`config.mk`:
```
export PLATFORM = sky130hd
export DESIGN_NAME = dcp_top
export DESIGN_NICKNAME = d
export VERILOG_FILES = /design/src/include/dcp_pkg.sv /design/src/rtl/dcp_top.sv
export SDC_FILE = /design/constraint.sdc
export NUM_CORES = 1
export LEC_CHECK = 0
export BUFFER_PORTS_ARGS = -buffer_cell sky130_fd_sc_hd__buf_2
export CAP_MARGIN = 30
export CORE_UTILIZATION = 42
export DETAILED_ROUTE_END_ITERATION = 16
export PLACE_DENSITY = 0.66
export SLEW_MARGIN = 10
export SYNTH_ARGS = -nofsm -noshare
export SYNTH_HDL_FRONTEND = slang
export SYNTH_SLANG_ARGS = --single-unit
```
`constraint.sdc`:
```
create_clock -name mclk_i -period 2.89 [get_ports mclk_i]
set_input_delay 0.1445 -clock mclk_i [delete_from_list [all_inputs] [get_ports mclk_i]]
set_output_delay 0.1445 -clock mclk_i [all_outputs]
set_load 0.01 [all_outputs]
```
`src/include/dcp_pkg.sv`:
```
// Package for the converter control and serial pin block.
// Assumes a single 40 MHz core clock; all pins arrive unsynchronised.
package dcp_pkg;

	// ------------------------------------------------------------
	// Clock rates and timing
	// ------------------------------------------------------------
	localparam int unsigned MCLK_HZ       = 40_000_000;
	localparam int unsigned OSC_HZ        = 2_500_000;
	localparam int unsigned OSC_HALF_CYC  = MCLK_HZ / (2 * OSC_HZ);
	localparam int unsigned CONV_CLK_CYC  = 12;

	// ------------------------------------------------------------
	// Widths
	// ------------------------------------------------------------
	localparam int unsigned SR_W      = 8;
	localparam int unsigned BITCNT_W  = 3;
	localparam int unsigned RES_W     = 12;
	localparam int unsigned GPIO_N    = 4;
	localparam int unsigned OSCCNT_W  = 4;
	localparam int unsigned CONVCNT_W = 4;

	// ------------------------------------------------------------
	// Pin encodings
	// ------------------------------------------------------------
	localparam logic EDGE_FALL = 1'b0;
	localparam logic EDGE_RISE = 1'b1;

	typedef enum logic [0:0] {
		CONV_IDLE,
		CONV_RUN
	} dcp_conv_e;

	typedef struct packed {
		logic                 sclk_m;
		logic                 sclk_s;
		logic                 sclk_p;
		logic                 cs_m;
		logic                 cs_s;
		logic                 cs_p;
		logic                 esel_m;
		logic                 esel_s;
		logic                 din_m;
		logic                 din_s;
		logic                 conv_m;
		logic                 conv_s;
		logic                 conv_p;
		logic                 osel_m;
		logic                 osel_s;
		logic                 conversion_clock_m;
		logic                 conversion_clock_s;
		logic                 conversion_clock_p;
		logic [GPIO_N-1:0]    gin_m;
		logic [GPIO_N-1:0]    gin_s;
		logic [BITCNT_W-1:0]  bit_cnt;
		logic [SR_W-1:0]      rx_sr;
		logic [SR_W-1:0]      tx_sr;
		logic [SR_W-1:0]      rx_data;
		logic                 rx_valid;
		logic                 tx_req;
		logic                 sdo;
		logic                 din_oe_n;
		dcp_conv_e            st;
		logic [CONVCNT_W-1:0] conv_cnt;
		logic [OSCCNT_W-1:0]  osc_cnt;
		logic                 osc_clk;
		logic                 osc_oe_n;
		logic                 busy;
		logic [RES_W-1:0]     result;
		logic                 res_valid;
		logic                 conv_start;
		logic [GPIO_N-1:0]    gout;
		logic [GPIO_N-1:0]    goe_n;
	} dcp_state_s;

	// Master reset value: every field zero
	localparam dcp_state_s RST_STATE = '0;

endpackage

```
`src/rtl/dcp_top.sv`:
```
// Pin-level control of a 12-bit converter and its serial host port.
// Assumes pins are raw asynchronous levels; two-way pins are resolved
// outside from the output enables (low enable means driven).
`timescale 1ns/1ps

// Overview of operation
// - Master reset zeroes every internal register.
// - Edge select 0 falling, 1 rising.
// - Serial clock times both shift directions.
// - Convert rising edge starts a conversion.
// - Busy high while converting.
// - Select pin chooses oscillator output or input.
// - Three-wire: data-in pin only receives.
// - Two-wire: output data also on data-in.
// - Data out driven only while select low.
// - Data out same in both wire modes.
// - Serial port responds only with select low.
// - Select high: disabled, float, data-in input.
// - Conversions ignore chip select level.
// - Each general line is input or output.
// - Oscillator enable bit also drives clock out.
// - Serial clock independent of conversion clock.
module dcp_top (
	// Clock and reset
	input  wire logic                      mclk_i,
	input  wire logic                      rst_i,
	// Serial pins
	input  wire logic                      sclk_i,
	input  wire logic                      cs_n_i,
	input  wire logic                      edge_sel_i,
	input  wire logic                      din_i,
	output logic                           din_o,
	output logic                           din_oe_n_o,
	output logic                           dout_o,
	output logic                           dout_oe_n_o,
	// Conversion pins
	input  wire logic                      convert_i,
	output logic                           busy_o,
	input  wire logic                      osc_sel_i,
	input  wire logic                      conv_clk_i,
	output logic                           conv_clk_o,
	output logic                           conv_clk_oe_n_o,
	// General digital lines
	input  wire logic [dcp_pkg::GPIO_N-1:0] gpio_i,
	output logic [dcp_pkg::GPIO_N-1:0]     gpio_o,
	output logic [dcp_pkg::GPIO_N-1:0]     gpio_oe_n_o,
	// Core side: configuration
	input  wire logic                      two_wire_i,
	input  wire logic                      din_drive_i,
	input  wire logic                      oscillator_output_select_bit_i,
	input  wire logic [dcp_pkg::GPIO_N-1:0] gpio_dir_i,
	input  wire logic [dcp_pkg::GPIO_N-1:0] gpio_out_i,
	output logic [dcp_pkg::GPIO_N-1:0]     gpio_in_o,
	// Core side: serial data
	input  wire logic [dcp_pkg::SR_W-1:0]  tx_data_i,
	output logic                           tx_req_o,
	output logic [dcp_pkg::SR_W-1:0]       rx_data_o,
	output logic                           rx_valid_o,
	// Core side: conversion
	input  wire logic                      start_cmd_i,
	input  wire logic [dcp_pkg::RES_W-1:0] adc_result_i,
	output logic                           conv_start_o,
	output logic [dcp_pkg::RES_W-1:0]      result_o,
	output logic                           result_valid_o
);
	import dcp_pkg::*;

	// ------------------------------------------------------------
	// Terminal counts
	// ------------------------------------------------------------
	localparam logic [BITCNT_W-1:0]  LAST_BIT =
		BITCNT_W'(SR_W - 1);
	localparam logic [CONVCNT_W-1:0] LAST_CONV =
		CONVCNT_W'(CONV_CLK_CYC - 1);
	localparam logic [OSCCNT_W-1:0]  LAST_OSC =
		OSCCNT_W'(OSC_HALF_CYC - 1);

	// ------------------------------------------------------------
	// State and decoded strobes
	// ------------------------------------------------------------
	dcp_state_s cur_ff;
	dcp_state_s nxt_st;

	logic sclk_rise;
	logic sclk_fall;
	logic sclk_act;
	logic conv_trig;
	logic conversion_clock_edge;
	logic osc_on;

	// ------------------------------------------------------------
	// Edge detection on synchronised pins
	// ------------------------------------------------------------
	assign sclk_rise = cur_ff.sclk_s & ~cur_ff.sclk_p;
	assign sclk_fall = ~cur_ff.sclk_s & cur_ff.sclk_p;
	assign sclk_act  = (cur_ff.esel_s == EDGE_RISE) ?
		sclk_rise : sclk_fall;
	// Each serial clock phase must last at least one core
	// cycle; shorter phases can slip past the detector unseen.
	assign conv_trig = (cur_ff.conv_s & ~cur_ff.conv_p)
		| start_cmd_i;
	// Clock is sensed at the pin, driven or not, so every
	// device sharing the line sees the same delay.
	assign conversion_clock_edge = cur_ff.conversion_clock_s & ~cur_ff.conversion_clock_p;
	// Pin select or control bit, whichever is set
	assign osc_on    = cur_ff.osel_s | oscillator_output_select_bit_i;

	// ------------------------------------------------------------
	// Next-state logic
	// ------------------------------------------------------------
	always_comb begin
		logic frame_start;
		frame_start = 1'b0;
		nxt_st = cur_ff;

		// --------------------------------------------------------
		// Pin synchronisers
		// --------------------------------------------------------
		// Two stages each; the second stage feeds logic, and edge-sensed pins also a third copy
		nxt_st.sclk_m = sclk_i;
		nxt_st.sclk_s = cur_ff.sclk_m;
		nxt_st.sclk_p = cur_ff.sclk_s;

		nxt_st.cs_m   = cs_n_i;
		nxt_st.cs_s   = cur_ff.cs_m;
		nxt_st.cs_p   = cur_ff.cs_s;

		nxt_st.esel_m = edge_sel_i;
		nxt_st.esel_s = cur_ff.esel_m;

		nxt_st.din_m  = din_i;
		nxt_st.din_s  = cur_ff.din_m;

		nxt_st.conv_m = convert_i;
		nxt_st.conv_s = cur_ff.conv_m;
		nxt_st.conv_p = cur_ff.conv_s;

		nxt_st.osel_m = osc_sel_i;
		nxt_st.osel_s = cur_ff.osel_m;

		nxt_st.conversion_clock_m = conv_clk_i;
		nxt_st.conversion_clock_s = cur_ff.conversion_clock_m;
		nxt_st.conversion_clock_p = cur_ff.conversion_clock_s;

		nxt_st.gin_m  = gpio_i;
		nxt_st.gin_s  = cur_ff.gin_m;

		// --------------------------------------------------------
		// Strobes last one cycle unless set below
		// --------------------------------------------------------
		nxt_st.rx_valid   = 1'b0;
		nxt_st.tx_req     = 1'b0;
		nxt_st.res_valid  = 1'b0;
		nxt_st.conv_start = 1'b0;

		// --------------------------------------------------------
		// Serial port, runs on sampled serial clock edges
		// --------------------------------------------------------
		// Frame opens one cycle after the synced select falls;
		// the first byte is on the pin long before the first
		// active edge that any legal host can make.
		frame_start = ~cur_ff.cs_s & cur_ff.cs_p;
		if (cur_ff.cs_s) begin
			// Idle: counter cleared so a cut byte is dropped
			nxt_st.bit_cnt = '0;
		end else if (sclk_act) begin
			nxt_st.rx_sr = {cur_ff.rx_sr[SR_W-2:0],
				cur_ff.din_s};
			nxt_st.bit_cnt = cur_ff.bit_cnt + 1'b1;
			if (cur_ff.bit_cnt == LAST_BIT) begin
				nxt_st.rx_data = {cur_ff.rx_sr[SR_W-2:0],
					cur_ff.din_s};
				nxt_st.rx_valid = 1'b1;
				frame_start = 1'b1;
			end else begin
				nxt_st.tx_sr = {cur_ff.tx_sr[SR_W-2:0],
					1'b0};
				nxt_st.sdo = cur_ff.tx_sr[SR_W-2];
			end
		end
		// New byte taken at frame start and each byte boundary
		if (frame_start) begin
			nxt_st.tx_sr  = tx_data_i;
			nxt_st.sdo    = tx_data_i[SR_W-1];
			nxt_st.tx_req = 1'b1;
		end

		// --------------------------------------------------------
		// Data-in pin turnaround
		// --------------------------------------------------------
		// Driven only in two-wire reads. Built from the second
		// sync stage, so it follows data out by one cycle.
		nxt_st.din_oe_n = ~(~cur_ff.cs_s & two_wire_i
			& din_drive_i);

		// --------------------------------------------------------
		// Internal oscillator
		// --------------------------------------------------------
		if (osc_on) begin
			if (cur_ff.osc_cnt == LAST_OSC) begin
				nxt_st.osc_cnt = '0;
				nxt_st.osc_clk = ~cur_ff.osc_clk;
			end else begin
				nxt_st.osc_cnt = cur_ff.osc_cnt + 1'b1;
			end
		end else begin
			// Stopped low so restart begins with a full phase
			nxt_st.osc_cnt = '0;
			nxt_st.osc_clk = 1'b0;
		end
		nxt_st.osc_oe_n = ~osc_on;

		// --------------------------------------------------------
		// Conversion sequencer, independent of chip select
		// --------------------------------------------------------
		case (cur_ff.st)
			CONV_IDLE: begin
				// A trigger during a conversion is ignored
				if (conv_trig) begin
					nxt_st.st         = CONV_RUN;
					nxt_st.busy       = 1'b1;
					nxt_st.conv_cnt   = '0;
					nxt_st.conv_start = 1'b1;
				end
			end
			CONV_RUN: begin
				// Edges counted at the pin, whichever side drives
				if (conversion_clock_edge) begin
					if (cur_ff.conv_cnt == LAST_CONV) begin
						nxt_st.st        = CONV_IDLE;
						nxt_st.result    = adc_result_i;
						nxt_st.res_valid = 1'b1;
						nxt_st.busy      = 1'b0;
					end else begin
						nxt_st.conv_cnt =
							cur_ff.conv_cnt + 1'b1;
					end
				end
			end
			default: begin
				nxt_st.st   = CONV_IDLE;
				nxt_st.busy = 1'b0;
			end
		endcase

		// --------------------------------------------------------
		// General digital lines
		// --------------------------------------------------------
		nxt_st.gout  = gpio_out_i;
		nxt_st.goe_n = ~gpio_dir_i;
	end

	// ------------------------------------------------------------
	// State register
	// ------------------------------------------------------------
	always_ff @(posedge mclk_i or posedge rst_i) begin
		if (rst_i) begin
			cur_ff <= RST_STATE;
		end else begin
			cur_ff <= nxt_st;
		end
	end

	// ------------------------------------------------------------
	// Serial pin outputs
	// ------------------------------------------------------------
	// Same path for both wire modes; data out floats only with select high
	assign dout_o      = cur_ff.sdo;
	assign dout_oe_n_o = cur_ff.cs_s;
	assign din_o       = cur_ff.sdo;
	assign din_oe_n_o  = cur_ff.din_oe_n;

	// ------------------------------------------------------------
	// Conversion pin outputs
	// ------------------------------------------------------------
	assign busy_o          = cur_ff.busy;
	assign conv_clk_o      = cur_ff.osc_clk;
	assign conv_clk_oe_n_o = cur_ff.osc_oe_n;

	// ------------------------------------------------------------
	// Core side outputs
	// ------------------------------------------------------------
	assign tx_req_o       = cur_ff.tx_req;
	assign rx_data_o      = cur_ff.rx_data;
	assign rx_valid_o     = cur_ff.rx_valid;
	assign conv_start_o   = cur_ff.conv_start;
	assign result_o       = cur_ff.result;
	assign result_valid_o = cur_ff.res_valid;

	// ------------------------------------------------------------
	// General digital line outputs
	// ------------------------------------------------------------
	genvar gi;
	generate
		for (gi = 0; gi < GPIO_N; gi++) begin : g_line
			assign gpio_o[gi]      = cur_ff.gout[gi];
			assign gpio_oe_n_o[gi] = cur_ff.goe_n[gi];
			assign gpio_in_o[gi]   = cur_ff.gin_s[gi];
		end
	endgenerate

endmodule

```
# After elaboration in Yosys (flattened, before gate mapping)
# Cells that the tools add are included.
# word_totals
ff_bits	90
out_inout_bits	43
elab_cells	108
# op_classes
n_addsub	3
eq_ne	10
mux	29
bitwise_logic	19
n_reduce_logical	8
# ops
cell	n
14-bit 2-to-1 mux	2
28-bit 2-to-1 mux	1
16-bit 2-to-1 mux	1
5-bit 2-to-1 mux	3
3-bit AND reduction	5
1-bit 2-to-1 mux	13
2-bit by 1-bit inequality test with 1-bit output (second input constant)	5
5-bit one-hot mux with 2 select lines	1
9-bit 2-to-1 mux	1
1-bit NOT	9
4-bit by 1-bit adder with 4-bit output (second input constant)	2
4-bit 2-to-1 mux	2
8-bit 2-to-1 mux	1
1-bit AND	7
7-bit 2-to-1 mux	1
4-bit by 3-bit == test with 1-bit output (second input constant)	1
4-bit == test (second input constant)	1
2-bit inequality test (second input constant)	2
4-bit NOT	1
2-bit nonzero test	2
3-bit by 1-bit adder with 3-bit output (second input constant)	1
3-bit == test (second input constant)	1
3-bit 2-to-1 mux	1
2-bit 2-to-1 mux	1
other kinds (3)	4

# Longest topological paths before layout
# Gate-level depths: netlist of the first run.
# depth
word_depth	7
depth_mapped	6
depth_no_buf	6

# Worst setup path after synthesis of the first run
# No wires, ideal clock.
# synth_timing
kind	register to register
start	register cur_ff (netlist bit dout_oe_n_o)
end	register cur_ff (netlist bit rx_data_o[0])
setup_time_ns	0.125
arrival_time_ns	1.700
path_slack_ns	1.065
path_stages_with_launch	6
n_path_buf	1
cell_sequence	dfrtp_1 > or4b_4 > o31ai_4 > buf_8 > nand2_8 > mux2_4
# synth_between
elab_chain_cells	2
# synth_rtl
item	line	rtl
start: declaration	dcp_top.sv:81	dcp_state_s cur_ff;
start signal: assignment	dcp_top.sv:260	cur_ff <= nxt_st;
1-bit NOT (no line)	--	
3-bit AND reduction (no line)	--	
# Every way passes these cells.
# A chain may end at the register's enable or synchronous reset.

# Worst setup path in the final report of the first run
# layout_timing
start	register cur_ff[83] in the netlist's numbering
end	register cur_ff (netlist bit din_o)
# layout_between
elab_chain_cells	5
elab_cells_between_ends	8
cone_classes	eq/ne (2); mux (4); reduce/logical (2)
# layout_rtl
item	line	rtl
1-bit 2-to-1 mux (*)	dcp_top.sv:96	assign sclk_act = (cur_ff.esel_s == EDGE_RISE) ?
1-bit 2-to-1 mux	dcp_top.sv:166	end else if (sclk_act) begin
1-bit 2-to-1 mux	dcp_top.sv:163	if (cur_ff.cs_s) begin
2-bit by 1-bit inequality test with 1-bit output (no line) or 2-bit nonzero test (tied branches)	--	
3-bit AND reduction (no line)	--	
# Mark *: on every way between the ends. The rest lies on a longest branch, timed or not.

==> summary.md, run 1 <==
| Metric | Value |
|---|---|
| Post-layout util | 0.547 |
| Pre-CTS WS | ~0.9 ns |
| Starting Density | 0.442 |
| Final std cells w/o fill | between 400 and 500 |
| Ranking of synthesized cells by instance count | dfrtp_1 (89), buf_4 (33), mux2_1 (15) |
| Synth cell types | 40 |
| Mapped Cells | around 250 |
| RSZ-0062 raised after global routing | no |
| Depth of the CTS H-tree | 3 |
| Ys async rst share | 1.00 |
| RR Endpoint | din_o |
| Combinational power share | 0.191 |
| Worst VDD drop | approximately 0.39 mV |
| Die ar. | a little under 9000 sq um |
| Primary FF master, synth | dfrtp_1 |
| N_diodes | 0 |
| CTS-repair resized insts | 0 |
| Met1 Use GR | 0.167 |
| Global Route Usage Sum | 0.151 |
| Period minus WS final | between 1.5 and 2 ns |
| Synth warn | 0 |
| Depth of the worst hold-timing path | 2 |
| Crit Path Max Fanout | 17 |
| Most frequent cell after synthesis | dfrtp_1 |
| Switching part of the total power | 0.286 |
| Hold_ws | a little under 0.03 ns |
| Drt wl/cell | between 10 and 15 um |
| Clk pin slew, worst setup/hold paths | 0.09 ns |
| CP arrival | between 2 and 2.5 ns |
| Post-synth top area cell | dfrtp_1 |
| Register-to-Register Path Depth | 4 |
| Hold Startpoint | tx_data_i[0] |
| Iteration-0 DRC Markers | 57 |
| Share of cells above drive strength 1 | 0.351 |
| F_max | about 0.51 GHz |
| Initial antenna violation count | 0 |
| Pwr Density | ~700 nW/um^2 |
| Max-slew violation count | 0 |
| Critical Path Start Type | register |
| Static Leakage | between 2 and 2.5 nW |
| Syn Area/Cell | 14.1 sq um |
| NetSw | between 800 and 900 uW |
| Top Ports | between 80 and 90 |
| TNS Setup | 0 ns |
| CORE AREA | approximately 7900 sq um |
| Synth top area share | 0.639 |
| CTS buffer count | 9 |
| WS Path Type | register to register |
| Die W | about 93 um |
| GRT met3 Usage | 0.0455 |
| Root Driver | clkbuf_8 |
| Post-route ant nets | 0 |
| Worst slew pin tran | between 0.8 and 0.9 ns |
| TritonRoute pass-1 iters | 4 |
| R2R Path Start | cur_ff[83] |
| Hold EP | cur_ff[46] |
| Area growth syn-to-layout | 23.8% |
| DIE HEIGHT | between 90 and 100 um |
| Clock latency on the worst-skew pair | between 0.3 and 0.4 ns |
| Largest net degree at the start of global routing | roughly 60 |
| Final Skew | between 0.006 and 0.007 ns |
| Critical Path Max Stage Delay | around 0.69 ns |
| WP data required | 3.13 ns |
| FF+latch count, synth | about 90 |
| Slowest cell on crit path | o31ai_4 |
| Relative slew slack | 0.446 |
| Vias per cell | approximately 4.6 |
| Total Wirelength | a little under 6000 um |
| Number of port buffers | 87 |
| Nets | 394 |
| TritonCTS Sinks | 89 |
| Std cell rows | 32 |
| Crit-path cells | nand2_1 > o31ai_4 > a21oi_2 > o221a_1 |
| Vias | between 2000 and 2500 |
| Post-route DRC | 0 |
| CTS max path bufs | 2 |
| CP Capture Type | register |
| Design Area, Final | approximately 4300 sq um |
| Worst Hold Class | primary input to register |
| Status | finished, final reports clean |
| Post-Syn Area | 3480 sq um |
| Setup WS post-layout | 0.917 ns |
| Max-cap viol count | 0 |
| FILL cells | 646 |
| Post-synth EDFFs | 0 |
| Number of global-route vias before repair | 2158 |
| Clk pwr share | 0.260 |
| GRT overflow | 0 |
| Placed instance count | 401 |
| Hpwl dp | between 3000 and 4000 um |
| Endpoints failing hold | 0 |
| Area after DPL | 3790 sq um |
| Total power | around 3.0 mW |
| Synth area leaders | dfrtp_1 (64%), buf_4 (7.1%), mux2_1 (4.8%), mux2_4 (3.4%), o221a_1 (2.3%) |
| First-pass GRT wire length | between 9000 and 10000 um |
| Sequential area share after synthesis | 0.639 |
| # setup viols final | 0 |
| M2 GR Usage | 0.264 |
| Reg-to-reg slack, setup | ~0.92 ns |
| Sequential share of power | 0.549 |
| Final Cycle Share | 0.683 |
| Total internal power | ~2.1 mW |
| GP Congestion | a little under 0.7 |
| GR peak layer | met2 |
| Mapped Nets | slightly below 300 |
| CTS tree | done |
## kinds of logic (layout without fill, tap and decap cells)
group / count (synthesis) / count (layout) / share of synthesized area
buffers and inverters: 48 / 150 / 0.0930
AND/OR/NAND/NOR: 45 / 45 / 0.0725
adder cells (fa/ha/maj): 4 / 4 / 0.0144
multiplexers: 28 / 28 / 0.0987
AO/OA/AOI/OAI: 30 / 30 / 0.0722
flip-flops: 89 / 89 / 0.639
XOR/XNOR: 4 / 4 / 0.0101
## worst max-delay path: cells and delay by family (launching register included)
kind             cells  cell delay (ns)
AO/OA/AOI/OAI        3             1.22
flip-flops           1             0.49
AND/OR/NAND/NOR      1             0.15
## cells in the final DEF (no fill, tap or decap), drive strengths merged, types with 3 or more instances in the layout
cell,count
nand3,3
xnor2,4
dlygate4sd3,35
nand2,12
nor2b,4
mux2,27
buf,88
clkbuf,10
or3,7
inv,13
a22o,4
dfrtp,89
a22oi,3
nor2,10
o221a,7
a21oi,7
ha,4
## registers in the layout (all words and copies together), names as in the netlist
name             cells
result_o            12
gpio_o               4
conv_start_o         1
din_oe_n_o           1
din_o                1
gpio_in_o            4
rx_data_o            8
cur_ff              47
conv_clk_o           1
tx_req_o             1
gpio_oe_n_o          4
busy_o               1
dout_oe_n_o          1
conv_clk_oe_n_o      1
result_valid_o       1
rx_valid_o           1
## worst max-delay path by stage
| stage | from | endpoint | slack (ns) | depth (start not counted) |
|---|---|---|---|---|
| 5_1_grt | cur_ff[83] | cur_ff[50] | 0.74 | 4 |
| 6_report | cur_ff[83] | din_o | 0.92 | 4 |
| 2_1_floorplan | rst_i | busy_o | 0.44 | 1 |
| 3_3_place_gp | dout_oe_n_o | cur_ff[47] | 0.98 | 3 |
| 3_5_place_dp | cur_ff[83] | cur_ff[48] | 0.90 | 4 |
| 4_1_cts | cur_ff[83] | din_o | 0.90 | 4 |
## layer usage
metal	wire length [um]	part of all wire
met4	81	0.014
met1	2450	0.41
met5	0	0
met2	3060	0.52
met3	321	0.054
## power by group through the flow
stage	clock, mW	sequential (mW)	combinational, mW
2_1_floorplan	0	1.61	0.476
3_3_place_gp	0	1.64	0.513
3_5_place_dp	0	1.64	0.534
4_1_cts	0.811	1.62	0.570
5_1_grt	0.855	1.65	0.634
6_report	0.768	1.62	0.564
## repair_timing
item,in CTS,in global routing
hold endpoints to repair,64,0
hold buffers,35,0
setup endpoints to repair,0,0
setup buffers,0,0
## layout make-up
| type | instances | area (sq um) | share of cell area |
|---|---|---|---|
| clock buffer | 10 | 128 | 0.0296 |
| clock inverter | 6 | 50.0 | 0.0116 |
| inverter | 11 | 42.5 | 0.00986 |
| multi-input combinational | 111 | 933 | 0.216 |
| sequential | 89 | 2230 | 0.516 |
| tap | 102 | 128 | 0.0296 |
| timing repair buffer | 123 | 806 | 0.187 |
Note: power is estimated with default switching activity, not from simulation.
==> run 2: changes to the inputs <==
--- a/config.mk
+++ b/config.mk
@@ -5,6 +5,7 @@
 export SDC_FILE = /design/constraint.sdc
 export NUM_CORES = 1
 export LEC_CHECK = 0
+export ABC_AREA = 1
 export BUFFER_PORTS_ARGS = -buffer_cell sky130_fd_sc_hd__buf_2
 export CAP_MARGIN = 30
 export CORE_UTILIZATION = 42
==> constraint.sdc (replaced) <==
create_clock -name mclk_i -period 1.85 [get_ports mclk_i]
set_input_delay 0.0925 -clock mclk_i [delete_from_list [all_inputs] [get_ports mclk_i]]
set_output_delay 0.0925 -clock mclk_i [all_outputs]
set_load 0.01 [all_outputs]
==> summary.md, run 2 <==
| Metric | Value |
|---|---|
| Worst slew pin tran | 0.457 ns |
| WP data required | around 2.1 ns |
| Number of global-route vias before repair | between 2000 and 2500 |
| Die ar. | between 8000 and 9000 sq um |
| FF+latch count, synth | between 80 and 90 |
| Clk pwr share | 0.318 |
| GP Congestion | around 0.78 |
| Sequential area share after synthesis | 0.640 |
| Hold_ws | 0.0856 ns |
| Area growth syn-to-layout | 26.4% |
| Synth warn | 0 |
| Post-route ant nets | 0 |
| Status | finished, final reports clean |
| TritonRoute pass-1 iters | 4 |
| Ys async rst share | 1.00 |
| Worst Hold Class | primary input to register |
| Most frequent cells in the layout | dfrtp_1 (89), nand2_1 (88), buf_2 (87) |
| Initial antenna violation count | 0 |
| Most frequent cell after synthesis | dfrtp_1 |
| Starting Density | 0.441 |
| WS Path Type | register to register |
| Post-layout util | 0.557 |
| GRT overflow | 0 |
| Iteration-0 DRC Markers | between 70 and 80 |
| Max FFs per register | 47 |
| Placed instance count | roughly 480 |
| Post-synth EDFFs | 0 |
| Final Skew | between 0.01 and 0.015 ns |
| N_diodes | 0 |
| NetSw | roughly 1.1 mW |
| Die W | 93.0 um |
| Depth of the CTS H-tree | 3 |
| Top Ports | 88 |
| Ranking of synthesized cells by instance count | dfrtp_1 (89), nand2_1 (88), buf_4 (35) |
| Design Area, Final | about 4400 sq um |
| Commonest non-fill, non-tap cell in the layout | dfrtp_1 |
| Crit-path cells | ha_1 > ha_1 > nand4_2 > nand2_2 > nand2_1 > nand3_1 |
| Worst VDD drop | 0.486 mV |
| CTS max path bufs | 2 |
| Static Leakage | approximately 2.3 nW |
| Pre-CTS WS | approximately 0.3 ns |
| Vias | about 2400 |
| TNS Setup | 0 ns |
| Pwr Density | between 900 and 1000 nW/um^2 |
| RSZ-0062 raised after global routing | no |
| Hpwl dp | approximately 3900 um |
| # setup viols final | 0 |
| Depth of the worst hold-timing path | 5 |
| Std cell rows | 32 |
| CTS tree | done |
| Synth cell types | 26 |
| Final Cycle Share | 0.855 |
| Register-to-Register Path Depth | 6 |
| TritonCTS Sinks | 89 |
| Setup WS post-layout | between 0.2 and 0.3 ns |
| CORE AREA | roughly 7900 sq um |
| Area after DPL | 3770 sq um |
| Period minus WS final | 1.58 ns |
| Critical Path Start Type | register |
| CP Capture Type | register |
| Clock latency on the worst-skew pair | around 0.35 ns |
| Post-synth top area cell | dfrtp_1 |
| Largest net degree at the start of global routing | 90 |
| FILL cells | about 660 |
| Worst path depth | 6 |
| Sequential share of power | 0.540 |
| Drt wl/cell | ~11 um |
| Slowest cell on crit path | dfrtp_1 |
| Switching part of the total power | 0.258 |
| Nets | approximately 480 |
| Reg-to-reg slack, setup | around 0.27 ns |
| Root Driver | clkbuf_8 |
| Syn Area/Cell | roughly 11 sq um |
| Mapped Cells | 325 |
| Post-route DRC | 0 |
| Total Wirelength | between 6000 and 7000 um |
| Largest Register | cur_ff |
| Number of setup buffers added after CTS | 0 |
| Share of cells above drive strength 1 | 0.295 |
| F_max | 0.632 GHz |
| Crit Path Max Fanout | 16 |
| Total power | around 4.2 mW |
| Combinational power share | 0.142 |
| Worst path top cell family by delay | simple AND/OR/NAND/NOR gates |
| WP buf/inv | 0 |
| Global Route Usage Sum | 0.158 |
| Total internal power | between 3 and 4 mW |
| DIE HEIGHT | roughly 93 um |
| Endpoints failing hold | 0 |
| Synth area leaders | dfrtp_1 (64%), nand2_1 (9.5%), buf_4 (7.6%), inv_1 (3.1%), nand3_1 (2.9%) |
| Critical Path Max Stage Delay | around 0.37 ns |
| Mapped Nets | roughly 370 |
| Max-cap viol count | 0 |
| Post-Syn Area | 3480 sq um |
| Relative slew slack | 0.695 |
| CP arrival | around 1.9 ns |
| Vias per cell | around 4.4 |
| Most frequent CP cell | ha_1 |
| Primary FF master, synth | dfrtp_1 |
| First-pass GRT wire length | between 10000 and 15000 um |
| Number of port buffers | 87 |
| Synth top area share | 0.640 |
| Final std cells w/o fill | 536 |
| Max-slew violation count | 0 |
| Clk pin slew, worst setup/hold paths | 0.08 ns |
| CTS buffer count | 9 |
==> run 2: cell types whose count changed after synthesis, sizes merged, moves of 3 or more <==
cell,before,now
nor2b,4,0
o21ai,2,17
nand3,3,21
or3,7,0
mux2,27,0
buf,36,39
xnor2,4,1
a22o,4,0
o221a,7,0
a22oi,3,0
nand4,0,7
nand2,12,98
a21oi,7,2
inv,11,32
==> run 2: layer usage <==
metal	track usage	wire, um
met1	0.198	2760
met4	0.0615	106
met2	0.259	2960
met5	0	0
met3	0.0447	337
==> run 2: cells by family after synthesis <==
logic type | share of synthesized area
adders and majority gates | 0.0144
DFF | 0.640
AOI/OAI and AO/OA | 0.0349
xor gates and xnor gates | 0.00504
buffers and inverters | 0.124
and+or+nand+nor | 0.182
==> run 2: power groups by stage <==
stage	logic (mW)	clock network [mW]	registers, mW
5_1_grt	0.692	1.46	2.33
2_1_floorplan	0.435	0	2.32
3_3_place_gp	0.530	0	2.33
6_report	0.604	1.35	2.29
3_5_place_dp	0.545	0	2.33
4_1_cts	0.613	1.40	2.30
==> run 2: cell type report <==
cell class                 count  area [sq um]  share of cell area
tap                          102           128              0.0290
sequential                    89          2230               0.507
timing repair buffer         132           891               0.203
inverter                      32           124              0.0282
clock inverter                 4          51.3              0.0117
multi-input combinational    165           821               0.187
clock buffer                  12           155              0.0353
==> run 2: path summary, 6_finish.rpt <==
kind	startpoint	to
min in group asynchronous	rst_i	cur_ff[27]
max in group asynchronous	rst_i	cur_ff[79]
min	tx_data_i[7]	din_o
max	cur_ff[62]	cur_ff[52]
max reg2reg	cur_ff[62]	cur_ff[52]
min reg2reg	cur_ff[80]	cur_ff[79]
==> run 2: what timing repair did <==
action,4_1_cts,5_1_grt
hold buffers,42,0
hold endpoints to repair,130,0
resized for setup,0,0
==> run 2: tightest hold or removal path, delay by kind of cell <==
family | cells | cell delay, ns
AND/OR/NAND/NOR | 3 | 0.18
buffers and inverters | 2 | 0.12
